### config.mk
export PLATFORM = sky130hd
export DESIGN_NAME = inst_status_regs
export DESIGN_NICKNAME = d
export VERILOG_FILES = /design/src/verilog/inst_status_pkg.sv /design/src/verilog/blk_fault_capture.sv /design/src/verilog/inst_state_fsm.sv /design/src/verilog/inst_status_regs.sv
export SDC_FILE = /design/constraint.sdc
export NUM_CORES = 1
export LEC_CHECK = 0
export BUFFER_PORTS_ARGS = -buffer_cell sky130_fd_sc_hd__buf_2
export CAP_MARGIN = 5
export CORE_AREA = 2 2 608 610
export CTS_BUF_LIST = sky130_fd_sc_hd__clkbuf_2 sky130_fd_sc_hd__clkbuf_4 sky130_fd_sc_hd__clkbuf_8
export DETAILED_ROUTE_END_ITERATION = 16
export DIE_AREA = 0 0 610 612
export GPL_TIMING_DRIVEN = 0
export SYNTH_ARGS = -nofsm -noshare
export SYNTH_HDL_FRONTEND = slang
export SYNTH_HIERARCHICAL = 1
export SYNTH_SLANG_ARGS = --single-unit
### constraint.sdc
create_clock -name mclk -period 2.6 [get_ports mclk]
set_input_delay 0.13 -clock mclk [delete_from_list [all_inputs] [get_ports mclk]]
set_output_delay 0.13 -clock mclk [all_outputs]
set_load 0.02 [all_outputs]
### src/verilog/inst_status_pkg.sv
// constants and types for the instrument status register bank
// assumes register indices are word addresses on the internal read port
package inst_status_pkg;

  localparam int unsigned DATA_W = 16;
  localparam int unsigned ADDR_W = 8;
  localparam int unsigned BLOCKS = 8;
  localparam int unsigned OUTPUTS = 8;
  localparam int unsigned INPUTS = 4;

  // instrument-wide registers
  localparam logic [7:0] REG_SPECIAL_MAJOR = 8'h00;
  localparam logic [7:0] REG_SPECIAL_MINOR = 8'h01;
  localparam logic [7:0] REG_SERIAL_HI = 8'h02;
  localparam logic [7:0] REG_SERIAL_LO = 8'h03;
  localparam logic [7:0] REG_COMMAND_ERROR = 8'h04;
  localparam logic [7:0] REG_INST_STATE = 8'h05;
  localparam logic [7:0] REG_INST_ERROR = 8'h06;
  localparam logic [7:0] REG_STATUS_WORD = 8'h07;

  // function block window: base + block * stride + field
  localparam logic [7:0] BLK_BASE = 8'h10;
  localparam logic [7:0] BLK_STRIDE = 8'h10;
  localparam logic [3:0] BLK_ERROR_CODE = 4'h0;
  localparam logic [3:0] BLK_STATUS = 4'h1;
  localparam logic [3:0] BLK_SUM = 4'h2;
  localparam logic [3:0] BLK_DIFF = 4'h3;
  localparam logic [3:0] BLK_OUT_FIRST = 4'h4;
  localparam logic [3:0] BLK_OUT_LAST = 4'hb;

  // status word fields
  localparam int unsigned STAT_REMOTE_BIT = 0;
  localparam int unsigned STAT_PROG_RESET_BIT = 1;
  localparam logic STAT_PROG_RESET_RST = 1'b1;

  // command exceptions that carry a detailed code
  localparam logic [7:0] EXC_ILLEGAL_VALUE = 8'h03;
  localparam logic [7:0] EXC_NEG_ACK = 8'h07;
  localparam logic [7:0] NO_ERROR = 8'h00;

  // channel-prefixed block error codes: chan * 1000 + code
  localparam logic [15:0] CHAN_WEIGHT = 16'h03e8;
  localparam logic [2:0] CHAN_MAX = 3'h4;

  localparam logic [15:0] ZERO_WORD = 16'h0000;
  localparam logic [31:0] SERIAL_DEFAULT = 32'h0000_0001; // arbitrary

  typedef enum logic [7:0] {
    ST_STARTING = 8'h00,
    ST_WAIT_START = 8'h01,
    ST_NORMAL = 8'h03,
    ST_ERROR = 8'h04,
    ST_FATAL = 8'h05
  } inst_state_e;

endpackage : inst_status_pkg

### src/verilog/blk_fault_capture.sv
// one function block: first-error capture and input fault status
// assumes fault inputs are from logic on mclk
`timescale 1ns/1ps
`default_nettype none
module blk_fault_capture (
  // clock and reset
  input wire logic mclk,
  input wire logic resetn,
  // fault sources
  input wire logic fault_evt,
  input wire logic [2:0] fault_chan,
  input wire logic [7:0] fault_code,
  input wire logic [3:0] in_fault,
  input wire logic clear,
  // register values
  output logic [15:0] err_code,
  output logic [15:0] status
);

  logic [15:0] err_reg;
  logic [15:0] err_next;
  logic [15:0] stat_reg;
  logic [15:0] stat_next;
  logic [15:0] coded;

  always_comb
  begin
    // out-of-range channel numbers fall back to a plain code
    if (fault_chan != 3'h0 && fault_chan <= inst_status_pkg::CHAN_MAX)
      coded = 16'({13'h0, fault_chan} * inst_status_pkg::CHAN_WEIGHT) + {8'h00, fault_code}; // RQ14
    else
      coded = {8'h00, fault_code}; // RQ14
    err_next = err_reg;
    if (clear)
      err_next = inst_status_pkg::ZERO_WORD;
    // a new error in the clearing cycle is kept
    if (fault_evt && (clear || err_reg == inst_status_pkg::ZERO_WORD) && coded != inst_status_pkg::ZERO_WORD)
      err_next = coded; // RQ13
    stat_next = {12'h000, in_fault}; // RQ15
  end

  always_ff @(posedge mclk or negedge resetn)
  begin
    if (!resetn)
    begin
      err_reg <= 16'h0000; // RQ13
      stat_reg <= 16'h0000;
    end
    else
    begin
      err_reg <= err_next;
      stat_reg <= stat_next;
    end
  end

  assign err_code = err_reg;
  assign status = stat_reg;

endmodule : blk_fault_capture
`default_nettype wire

### src/verilog/inst_state_fsm.sv
// instrument state machine: start-up, wait, normal, error, fatal
// assumes all event inputs come from logic on mclk
`timescale 1ns/1ps
`default_nettype none
module inst_state_fsm (
  // clock and reset
  input wire logic mclk,
  input wire logic resetn,
  // events
  input wire logic startup_done,
  input wire logic startup_err,
  input wire logic startup_fatal,
  input wire logic start_cmd,
  input wire logic param_err,
  // state
  output inst_status_pkg::inst_state_e state
);

  inst_status_pkg::inst_state_e state_reg;
  inst_status_pkg::inst_state_e state_next;

  always_comb
  begin
    state_next = state_reg;
    unique case (state_reg)
      inst_status_pkg::ST_STARTING:
      begin
        if (startup_fatal)
          state_next = inst_status_pkg::ST_FATAL; // RQ7
        else if (startup_err)
          state_next = inst_status_pkg::ST_ERROR; // RQ7
        else if (startup_done)
          state_next = inst_status_pkg::ST_WAIT_START; // RQ5
      end
      inst_status_pkg::ST_WAIT_START:
      begin
        if (start_cmd)
          state_next = param_err ? inst_status_pkg::ST_ERROR : inst_status_pkg::ST_NORMAL; // RQ6
      end
      inst_status_pkg::ST_NORMAL:
      begin
        // force value errors do not arrive here, only parameter errors
        if (param_err)
          state_next = inst_status_pkg::ST_ERROR; // RQ6
      end
      inst_status_pkg::ST_ERROR:
        state_next = inst_status_pkg::ST_ERROR;
      inst_status_pkg::ST_FATAL:
        state_next = inst_status_pkg::ST_FATAL; // RQ7
    endcase
  end

  always_ff @(posedge mclk or negedge resetn)
  begin
    if (!resetn)
      state_reg <= inst_status_pkg::ST_STARTING; // RQ4
    else
      state_reg <= state_next;
  end

  assign state = state_reg;

endmodule : inst_state_fsm
`default_nettype wire

### src/verilog/inst_status_regs.sv
// instrument status and diagnostic register bank
//
// Contract
// [RQ1] special version reads zero for standard program
// [RQ2] exception 03/07 stores detailed command error
// [RQ3] command error 0..255, 00 means none
// [RQ4] state 00 while starting up
// [RQ5] state 01 while waiting for start
// [RQ6] state 03 normal; force errors keep it
// [RQ7] startup error gives 04; fatal 05 terminal
// [RQ8] instrument error holds overall code, 00 none
// [RQ9] status bit 0 shows remote operation
// [RQ10] status bit 1 set on program start
// [RQ11] first modbus status read clears bit 1
// [RQ12] fieldbus read keeps bit; command clears it
// [RQ13] block error holds first error, 000 none
// [RQ14] block error plain or channel-prefixed code
// [RQ15] block status bits 0-3 flag inputs A-D
// [RQ16] master trusts values only when error 00
// [RQ17] unused block outputs read zero
// [RQ18] unassigned status bits read zero, unwritable
//
// assumes one read port shared by the modbus and fieldbus front ends,
// all inputs from logic on mclk
`timescale 1ns/1ps
`default_nettype none
module inst_status_regs #(
  parameter logic [31:0] SERIAL_NUMBER = inst_status_pkg::SERIAL_DEFAULT // arbitrary
) (
  // clock and reset
  input wire logic mclk,
  input wire logic resetn,
  // register read port
  input wire logic rd_en,
  input wire logic rd_fieldbus,
  input wire logic [7:0] rd_addr,
  output logic rd_valid,
  output logic [15:0] rd_data,
  // program identity
  input wire logic special_prog,
  input wire logic [15:0] special_major,
  input wire logic [15:0] special_minor,
  // command results
  input wire logic cmd_done,
  input wire logic [7:0] cmd_exception,
  input wire logic [7:0] cmd_detail,
  input wire logic fieldbus_reset_cmd,
  // instrument condition
  input wire logic startup_done,
  input wire logic startup_err,
  input wire logic startup_fatal,
  input wire logic start_cmd,
  input wire logic param_err,
  input wire logic [7:0] inst_error_code,
  input wire logic remote_on,
  input wire logic prog_start,
  // function blocks
  input wire logic [7:0] blk_fault_evt,
  input wire logic [23:0] blk_fault_chan,
  input wire logic [63:0] blk_fault_code,
  input wire logic [31:0] blk_in_fault,
  input wire logic [7:0] blk_clear,
  input wire logic [127:0] blk_sum,
  input wire logic [127:0] blk_diff,
  input wire logic [1023:0] blk_out,
  input wire logic [63:0] blk_out_used,
  // state view
  output logic [7:0] inst_state
);

  ////////////////////////////////////////////////////////////////////////
  // instrument state

  inst_status_pkg::inst_state_e state;

  inst_state_fsm u_state (
    .mclk(mclk),
    .resetn(resetn),
    .startup_done(startup_done),
    .startup_err(startup_err),
    .startup_fatal(startup_fatal),
    .start_cmd(start_cmd),
    .param_err(param_err),
    .state(state)
  );

  assign inst_state = state;

  ////////////////////////////////////////////////////////////////////////
  // function blocks

  logic [15:0] blk_err [inst_status_pkg::BLOCKS];
  logic [15:0] blk_stat [inst_status_pkg::BLOCKS];
  logic [15:0] sum_word [inst_status_pkg::BLOCKS];
  logic [15:0] diff_word [inst_status_pkg::BLOCKS];
  logic [15:0] out_word [inst_status_pkg::BLOCKS * inst_status_pkg::OUTPUTS];

  genvar gb;
  genvar go;
  generate
    for (gb = 0; gb < inst_status_pkg::BLOCKS; gb++)
    begin : g_blk
      blk_fault_capture u_cap (
        .mclk(mclk),
        .resetn(resetn),
        .fault_evt(blk_fault_evt[gb]),
        .fault_chan(blk_fault_chan[gb*3 +: 3]),
        .fault_code(blk_fault_code[gb*8 +: 8]),
        .in_fault(blk_in_fault[gb*4 +: 4]),
        .clear(blk_clear[gb]),
        .err_code(blk_err[gb]),
        .status(blk_stat[gb])
      );
      assign sum_word[gb] = blk_sum[gb*16 +: 16];
      assign diff_word[gb] = blk_diff[gb*16 +: 16];

      for (go = 0; go < inst_status_pkg::OUTPUTS; go++)
      begin : g_out
        // unused outputs are zeroed here so the read mux stays a plain index
        assign out_word[gb*8+go] = blk_out_used[gb*8+go] ?
          blk_out[(gb*8+go)*16 +: 16] : inst_status_pkg::ZERO_WORD; // RQ17
      end
    end
  endgenerate

  ////////////////////////////////////////////////////////////////////////
  // command error and instrument error

  logic [7:0] cmd_err_reg;
  logic [7:0] cmd_err_next;
  logic [7:0] inst_err_reg;
  logic [7:0] inst_err_next;

  always_comb
  begin
    cmd_err_next = cmd_err_reg;
    if (cmd_done)
    begin
      // 8-bit field keeps the code inside 0..255
      if (cmd_exception == inst_status_pkg::EXC_ILLEGAL_VALUE ||
          cmd_exception == inst_status_pkg::EXC_NEG_ACK)
        cmd_err_next = cmd_detail; // RQ2 RQ3
      else
        cmd_err_next = inst_status_pkg::NO_ERROR; // RQ3
    end
    inst_err_next = inst_error_code; // RQ8
  end

  always_ff @(posedge mclk or negedge resetn)
  begin
    if (!resetn)
    begin
      cmd_err_reg <= 8'h00; // RQ3
      inst_err_reg <= 8'h00;
    end
    else
    begin
      cmd_err_reg <= cmd_err_next;
      inst_err_reg <= inst_err_next;
    end
  end

  ////////////////////////////////////////////////////////////////////////
  // status word

  logic remote_reg;
  logic remote_next;
  logic prog_reset_reg;
  logic prog_reset_next;
  logic first_read_reg;
  logic first_read_next;
  logic status_rd_modbus;
  logic [15:0] status_word;

  // both front ends share one bit: a modbus read may clear it before a fieldbus master sees it
  assign status_rd_modbus = rd_en && !rd_fieldbus && rd_addr == inst_status_pkg::REG_STATUS_WORD;

  always_comb
  begin
    remote_next = remote_on; // RQ9
    prog_reset_next = prog_reset_reg;
    first_read_next = first_read_reg;
    // only the first modbus read after start clears; later ones are harmless
    if (status_rd_modbus && !first_read_reg)
    begin
      prog_reset_next = 1'b0; // RQ11
      first_read_next = 1'b1; // RQ11
    end
    if (fieldbus_reset_cmd)
      prog_reset_next = 1'b0; // RQ12
    // a program start in the clearing cycle wins
    if (prog_start)
    begin
      prog_reset_next = 1'b1; // RQ10
      first_read_next = 1'b0;
    end
  end

  always_ff @(posedge mclk or negedge resetn)
  begin
    if (!resetn)
    begin
      remote_reg <= 1'b0;
      prog_reset_reg <= inst_status_pkg::STAT_PROG_RESET_RST; // RQ10
      first_read_reg <= 1'b0;
    end
    else
    begin
      remote_reg <= remote_next;
      prog_reset_reg <= prog_reset_next;
      first_read_reg <= first_read_next;
    end
  end

  always_comb
  begin
    status_word = inst_status_pkg::ZERO_WORD; // RQ18
    status_word[inst_status_pkg::STAT_REMOTE_BIT] = remote_reg; // RQ9
    status_word[inst_status_pkg::STAT_PROG_RESET_BIT] = prog_reset_reg; // RQ10
  end

  ////////////////////////////////////////////////////////////////////////
  // read decode

  logic rd_valid_reg;
  logic rd_valid_next;
  logic [15:0] rd_data_reg;
  logic [15:0] rd_data_next;
  logic [7:0] blk_off;
  logic [2:0] blk_idx;
  logic [3:0] blk_field;
  logic [2:0] out_idx;
  logic [5:0] out_sel;

  always_comb
  begin
    blk_off = rd_addr - inst_status_pkg::BLK_BASE;
    blk_idx = blk_off[6:4];
    blk_field = blk_off[3:0];
    // fields 4..b are outputs 1..8 of the block
    out_idx = 3'(blk_field - inst_status_pkg::BLK_OUT_FIRST);
    out_sel = {blk_idx, out_idx};
    // every request is answered one cycle later; nothing is refused
    rd_valid_next = rd_en;
    rd_data_next = rd_data_reg;
    if (rd_en)
    begin
      rd_data_next = inst_status_pkg::ZERO_WORD;
      if (rd_addr >= inst_status_pkg::BLK_BASE && blk_off[7] == 1'b0)
      begin
        if (blk_field == inst_status_pkg::BLK_ERROR_CODE)
          rd_data_next = blk_err[blk_idx]; // RQ13
        else if (blk_field == inst_status_pkg::BLK_STATUS)
          rd_data_next = blk_stat[blk_idx]; // RQ15
        else if (blk_field == inst_status_pkg::BLK_SUM)
          rd_data_next = sum_word[blk_idx];
        else if (blk_field == inst_status_pkg::BLK_DIFF)
          rd_data_next = diff_word[blk_idx];
        // fields past the last output read zero
        else if (blk_field <= inst_status_pkg::BLK_OUT_LAST)
          rd_data_next = out_word[out_sel]; // RQ17
      end
      else
      begin
        unique case (rd_addr)
          inst_status_pkg::REG_SPECIAL_MAJOR:
            rd_data_next = special_prog ? special_major : inst_status_pkg::ZERO_WORD; // RQ1
          inst_status_pkg::REG_SPECIAL_MINOR:
            rd_data_next = special_prog ? special_minor : inst_status_pkg::ZERO_WORD; // RQ1
          inst_status_pkg::REG_SERIAL_HI:
            rd_data_next = SERIAL_NUMBER[31:16];
          inst_status_pkg::REG_SERIAL_LO:
            rd_data_next = SERIAL_NUMBER[15:0];
          inst_status_pkg::REG_COMMAND_ERROR:
            rd_data_next = {8'h00, cmd_err_reg}; // RQ3
          inst_status_pkg::REG_INST_STATE:
            rd_data_next = {8'h00, state}; // RQ4 RQ5 RQ6 RQ7
          inst_status_pkg::REG_INST_ERROR:
            rd_data_next = {8'h00, inst_err_reg}; // RQ8
          inst_status_pkg::REG_STATUS_WORD:
            rd_data_next = status_word; // RQ11 RQ12
          default:
            rd_data_next = inst_status_pkg::ZERO_WORD;
        endcase
      end
    end
  end

  always_ff @(posedge mclk or negedge resetn)
  begin
    if (!resetn)
    begin
      rd_valid_reg <= 1'b0;
      rd_data_reg <= 16'h0000;
    end
    else
    begin
      rd_valid_reg <= rd_valid_next;
      rd_data_reg <= rd_data_next;
    end
  end

  assign rd_valid = rd_valid_reg;
  assign rd_data = rd_data_reg;

endmodule : inst_status_regs
`default_nettype wire
==> results.sh, run 1 <==
export IMPL_slew_limit_headroom_pct=8.85
export IMPL_leakagePower_nw=21.0
export IMPL_worst_case_clock_skew_ns=0.0306
export IMPL_antenna_found_initial=490
export IMPL_fp_coreArea_um2=367000
export IMPL_clock_sink_count=183
export IMPL_postRouteAntennaNets=0
export IMPL_wire_length_of_the_first_global_routing_pass_um=570000
export IMPL_timing_hold_violations_final=0
export IMPL_hpwlAfterDp_um=422000
export IMPL_detailed_place_area_um2=42400
export IMPL_post_place_ws_ns=-4.67
export IMPL_slew_viol_final=0
export IMPL_crit_type="primary input to flop"
export IMPL_synth_top_area_cell="dfrtp_1"
export IMPL_worst_ir_drop_vdd_uv=272
export IMPL_synth_lib_cells_used_distinct=94
export IMPL_worst_ep_arrival_time_ns=3.61
export IMPL_grt_pass1_vias=39200
export IMPL_routed_wire_length_per_instance_um=47.6
export IMPL_drt_initial_drc_count=4270
export IMPL_cts_root_buffer="clkbuf_8"
export IMPL_rsz0062_at_grt="yes"
export IMPL_post_route_cells_drive_above_1_share_pct=52.0
export IMPL_drv_cap=0
export IMPL_layout_area_overhead_vs_synth_pct=90.7
export IMPL_violated_checks="negative setup slack"
export IMPL_ys_warn_count=6
export IMPL_gr_total_overflow=0
export IMPL_gp_routability_congestion=0.960
export IMPL_largest_reg_flops=112
export IMPL_drt_drc_violations_left=0
export IMPL_post_synth_inst_count=3079
export IMPL_grt_start_max_net_pins=95
export IMPL_cp_data_required_time_ns=3.16
export IMPL_postRouteWirelength_um=491000
export IMPL_synth_edff_count=0
export IMPL_cts_tree="built"
export IMPL_report_final_setup_viol=16
export IMPL_synth_area_per_cell_um2=8.72
export IMPL_synthesis_stage_register_bit_count=183
export IMPL_outcome="finished with violations"
export IMPL_fp_dieH_um=612
export IMPL_synth_cells_most_frequent="a221oi_1 (389), nand2_1 (201), dfrtp_1 (182)"
export IMPL_avgViaCountPerCell=4.08
export IMPL_synth_cell_area_um2=26900
export IMPL_synth_top_cell_area_share_pct=17.0
export IMPL_worst_slew_pin_transition_ns=1.37
export IMPL_start_util_pct=7.32
export IMPL_worstSetupEndpointType="flop"
export IMPL_fp_row_count=223
export IMPL_dieWidth_um=610
export IMPL_crit_fanout=8
export IMPL_worst_setup_hold_path_clk_slew_ns=0.09
export IMPL_max_freq_mhz=329
export IMPL_synth_most_common_cell="a221oi_1"
export IMPL_clock_insertion_delay_worst_skew_ns=0.65
export IMPL_dr_total_vias=42100
export IMPL_cts_max_path_buffers=3
export IMPL_num_nets_final=6871
export IMPL_dr_pass1_iters=6
export IMPL_hold_removal_path_class="primary input to flop"
export IMPL_period_minus_slack_ns=3.04
export IMPL_dominantRegCellSynth="dfrtp_1"
export IMPL_grt_use_total_pct=25.2
export IMPL_ctsHtreeMaxLevel=4
export IMPL_setup_slack_ns=-0.441
export IMPL_netlist_top_cells_area="dfrtp_1 (17%), a221oi_1 (13%), mux4_2 (11%)"
export IMPL_portBuffers=1573
export IMPL_worst_r2r_setup_slack_ns=-0.21
export IMPL_seq_area_frac_synth_pct=17.1
export IMPL_startpoint_type_of_the_worst_setup_path="primary input"
export IMPL_power_density_nw_per_um2=359
export IMPL_dieArea_um2=373000
export IMPL_cts_made_buffers=25
export IMPL_period_share_pct=117
export IMPL_synthArstFlopShare_pct=100
export IMPL_top_level_ports=1583
export IMPL_fin_area_um2=51200
==> kinds of logic (layout without fill, tap and decap cells) <==
logic type                 count (synthesis)  after routing  share of synthesized area, %
adders and majority gates                155            155                          8.34
xor gates and xnor gates                  52             52                          1.72
AOI/OAI and AO/OA                       1217           1217                          35.3
DFF                                      183            183                          17.1
buffers and inverters                    507           2484                          10.0
and+or+nand+nor                          786            786                          14.8
other                                      9            431                         0.126
muxes                                    170            170                          12.6
==> through the flow <==
| step | util [%] | total power [mW] | setup TNS, ns | std cells | hold WS, ns |
|---|---|---|---|---|---|
| 2_1_floorplan | - | 7.83 | 0 | 3187 | -0.166 |
| 3_3_place_gp | 11.3 | 14.0 | -530.19 | 9597 | 0.239 |
| 3_5_place_dp | 11.5 | 14.3 | -85.56 | 9651 | 0.214 |
| 4_1_cts | 13.6 | 18.4 | -1.44 | 9987 | 0.00350 |
| 5_1_grt | 13.9 | 19.0 | -1.29 | 10200 | 0.0966 |
| 6_report | 13.9 | 18.4 | -2.90 | 10300 | 0.0831 |
==> final timing paths <==
check,end,from,cells past startpoint
worst max register to register,rd_data[0],cmd_err_reg[0],6
worst min-delay path,g_blk[4].u_cap/err_code[13],blk_fault_evt[4],5
max in group asynchronous,g_blk[2].u_cap/err_code[2],resetn,3
min in group asynchronous,rd_valid,resetn,2
worst min register to register,rd_data[4],rd_data[4],1
worst max-delay path,rd_data[6],rd_addr[1],13
==> power by group <==
part	switching (mW)	internal, mW
Combinational	7.64	4.72
Sequential	0.466	3.18
Clock	1.39	0.980
==> layer usage <==
| metal | track usage [%] | wire [µm] |
|---|---|---|
| met4 | 15.8 | 35100 |
| met2 | 44.5 | 243000 |
| met1 | 25.5 | 167000 |
| met5 | 0 | 1260 |
| met3 | 8.78 | 44700 |
==> final cells by class <==
class / count / area (µm²)
buffer: 363 / 4080
clock inverter: 5 / 30.0
sequential: 183 / 4580
antenna: 314 / 786
clock buffer: 28 / 385
timing repair buffer: 1968 / 12300
tap: 4837 / 6050
inverter: 120 / 515
fill: 42200 / 316000
multi-input combinational: 2497 / 22500
==> cell usage in the layout (no fill, tap or decap), types with 23 or more instances in the layout <==
cell           synthesis  layout
nor2b_1               71      53
a221oi_1             389     315
o2bb2ai_1             44      44
buf_16                 0      48
a22o_1                79      76
a221oi_4               0      26
dfrtp_1              182     181
buf_6                  5      35
clkbuf_8               7      55
diode_2                0     314
buf_4                128     244
and2_1                44      37
xor2_1                25      25
clkbuf_4               0      27
a21oi_1              133      99
nand2_1              201     186
buf_12                 0      69
mux2i_1               34      27
o21ai_0              131     100
nand3_1               34      31
nor2_2                 0      25
mux4_2               135     135
conb_1                 9     117
a211o_1               29      27
a31oi_1               31      26
nor3_1                89      68
o22ai_1               32      23
a211oi_1              48      35
ha_1                 115     113
inv_1                118     108
nor2_1               179     150
a21oi_2                0      23
xnor2_1               26      25
a22oi_1               77      69
dlygate4sd3_1          0     208
a221oi_2               3      51
buf_2                108    1590
==> critical path, stage by stage <==
cell      delay [ns]
buf_12          0.14
buf_12          0.16
buf_16          0.18
buf_16          0.16
buf_16          0.16
buf_16          0.15
o211ai_1        1.00
o211ai_1        0.35
o31ai_2         0.16
o221ai_2        0.17
o31ai_4         0.15
o221ai_4        0.35
a21oi_2         0.21
==> repair_timing <==
item,in CTS,in global routing
pin swaps,62,34
gates resized for setup,878,83
buffers inserted,111,20
hold buffers,208,0
gates cloned,2,0
setup endpoints to repair,18,26
endpoints found under the hold margin,223,0
No activity file was read; power rests on OpenSTA's default activity.
==> inputs of run 2 (changes only) <==
--- a/config.mk
+++ b/config.mk
@@ -12,6 +12,7 @@
 export DETAILED_ROUTE_END_ITERATION = 16
 export DIE_AREA = 0 0 610 612
 export GPL_TIMING_DRIVEN = 0
+export RECOVER_POWER = 50
 export SYNTH_ARGS = -nofsm -noshare
 export SYNTH_HDL_FRONTEND = slang
 export SYNTH_HIERARCHICAL = 1
==> run 2 against run 1 <==
Effect of this change:
- the flow finishes with violations (max-capacitance violations, max-slew violations, negative setup slack)
- die area did not move
- critical path depth did not move
- sequential power about the same
- routed wire length about the same
- final cell count is 0.32% lower
- via count grew 0.16%
- critical endpoint unchanged
- largest power group unchanged
- highest routed layer unchanged
==> results.sh, run 2 (synthesis gave the netlist of run 1 again) <==
export IMPL_outcome="finished with violations"
export IMPL_violated_checks="max-capacitance violations, max-slew violations, negative setup slack"
export IMPL_hold_removal_path_class="primary input to flop"
export IMPL_utilization_pct=13.9
export IMPL_drt_drc_violations_left=0
export IMPL_grt_use_total_pct=25.2
export IMPL_fp_dieH_um=612
export IMPL_crit_chain="buf_12, buf_12, buf_16, buf_16, buf_16, buf_16, o211ai_1, o211ai_1, o31ai_2, o221ai_2, o31ai_4, o221ai_4, a21oi_2"
export IMPL_report_final_setup_viol=17
export IMPL_crit_start="rd_addr[1]"
export IMPL_route_met3_wl_um=44500
export IMPL_gp_routability_congestion=0.960
export IMPL_cts_root_buffer="clkbuf_8"
export IMPL_portBuffers=1573
export IMPL_routed_wire_length_per_instance_um=47.8
export IMPL_grt_pass1_vias=39200
export IMPL_cts_tree="built"
export IMPL_drv_cap=1
export IMPL_dr_total_vias=42200
export IMPL_placedCellCount=9651
export IMPL_crit_type="primary input to flop"
export IMPL_max_freq_mhz=326
export IMPL_cts_max_path_buffers=3
export IMPL_critical_path_top_delay_family="compound AO/OA/AOI/OAI gates"
export IMPL_grt_start_max_net_pins=95
export IMPL_dr_pass1_iters=6
export IMPL_fp_row_count=223
export IMPL_critical_register_to_register_path_startpoint="cmd_err_reg[0]"
export IMPL_cts_made_buffers=25
export IMPL_setup_slack_ns=-0.472
export IMPL_rsz0062_at_grt="yes"
export IMPL_worst_case_clock_skew_ns=0.0311
export IMPL_clock_insertion_delay_worst_skew_ns=0.65
export IMPL_num_nets_final=6871
export IMPL_clock_sink_count=183
export IMPL_gr_total_overflow=0
export IMPL_period_minus_slack_ns=3.07
export IMPL_startpoint_type_of_the_worst_setup_path="primary input"
export IMPL_timing_hold_worst_start="blk_fault_chan[23]"
export IMPL_leakagePower_nw=21.0
export IMPL_worst_setup_hold_path_clk_slew_ns=0.13
export IMPL_layoutNonFillerInstCount=10300
export IMPL_post_route_cells_drive_above_1_share_pct=52.0
export IMPL_dieArea_um2=373000
export IMPL_worst_path_buf_inv=6
export IMPL_worst_slew_pin_transition_ns=1.54
export IMPL_power_density_nw_per_um2=359
export IMPL_slew_limit_headroom_pct=-2.87
export IMPL_worst_ir_drop_vdd_uv=275
export IMPL_top_signal_layer_used="met5"
export IMPL_wire_length_of_the_first_global_routing_pass_um=570000
export IMPL_fin_tns_setup_ns=-2.91
export IMPL_timing_critical_path_mode_cell="buf_16"
export IMPL_layout_common_cells="buf_2 (1589), a221oi_1 (315), buf_4 (244), dlygate4sd3_1 (208), nand2_1 (186)"
export IMPL_crit_fanout=8
export IMPL_worst_ep_arrival_time_ns=3.64
export IMPL_final_common_cell="buf_2"
export IMPL_met2_wirelength_um=243000
export IMPL_drt_initial_drc_count=4348
export IMPL_worstSetupEndpointType="flop"
export IMPL_fp_coreArea_um2=367000
export IMPL_top_level_ports=1583
export IMPL_layout_area_overhead_vs_synth_pct=90.3
export IMPL_met1_length_um=167000
export IMPL_antenna_found_initial=490
export IMPL_post_place_ws_ns=-4.67
export IMPL_period_share_pct=118
export IMPL_dieWidth_um=610
export IMPL_avgViaCountPerCell=4.10
export IMPL_postRouteWirelength_um=491000
export IMPL_timing_hold_violations_final=0
export IMPL_slew_viol_final=95
export IMPL_critPathSlowestCell="o211ai_1"
export IMPL_hpwlAfterDp_um=422000
export IMPL_ctsHtreeMaxLevel=4
export IMPL_cpPeakStageDelay_ns=1.02
export IMPL_start_util_pct=7.32
export IMPL_postRouteAntennaNets=0
export IMPL_cp_data_required_time_ns=3.16
export IMPL_largest_reg_flops=112
[run 2: cell types whose count changed in the layout (fill, tap and decap cells not counted), sizes merged]
cell    previous run  this run
buf             2012      2010
clkbuf           132       134
diode            314       281
[run 2: worst reg2reg max path: cells and delay by family (launching register included)]
kind | cells | cell delay, ns
compound gates | 3 | 1.24
flops | 1 | 0.41
simple gates | 2 | 0.44
mux | 1 | 0.57
[run 2: final timing paths]
kind	slack, ns	depth (start not counted)	endpoint
hold reg to reg	0.54	1	g_blk[5].u_cap/err_code[10]
hold / removal	0.08	4	g_blk[7].u_cap/err_code[8]
max in group asynchronous	0.25	3	u_state/state[0]
setup reg to reg	-0.20	6	rd_data[0]
min in group asynchronous	0.41	2	rd_valid
setup / recovery	-0.47	13	rd_data[6]
[run 2: power breakdown]
part           switching, mW  internal (mW)
clock                   1.39          0.981
combinational           7.64           4.71
sequential             0.465           3.18
total                   9.50           8.87
[run 2: per-stage QoR]
stage | instance area, µm² | hold WS, ns | total power, mW
2_1_floorplan | 27400 | -0.166 | 7.83
3_3_place_gp | 41300 | 0.239 | 14.0
3_5_place_dp | 42400 | 0.214 | 14.3
4_1_cts | 49900 | 0.00350 | 18.4
5_1_grt | 50900 | 0.0966 | 19.0
6_report | 51100 | 0.0788 | 18.4
[run 2: area by class of cell]
cell class	instances	area, µm²
Clock buffer	28	385
Inverter	120	515
Antenna cell	281	703
Clock inverter	5	30.0
Tap cell	4837	6050
Buffer	363	4080
Sequential cell	183	4580
Multi-Input combinational cell	2497	22500
Fill cell	42200	316000
Timing Repair Buffer	1968	12300
[run 2: metal layers]
metal | track usage, % | up-vias
met2 | 44.5 | 3249
met3 | 8.78 | 1200
li1 | - | 16700
met1 | 25.5 | 20800
met4 | 15.8 | 192
met5 | 0 | -
[run 2: repair_timing]
action / CTS / global route
hold endpoints to repair: 223 / 0
setup endpoints to repair: 18 / 26
cloned: 2 / 0
hold buffers: 208 / 0
pin swaps: 62 / 34
resized for setup: 878 / 83
setup buffers: 111 / 20
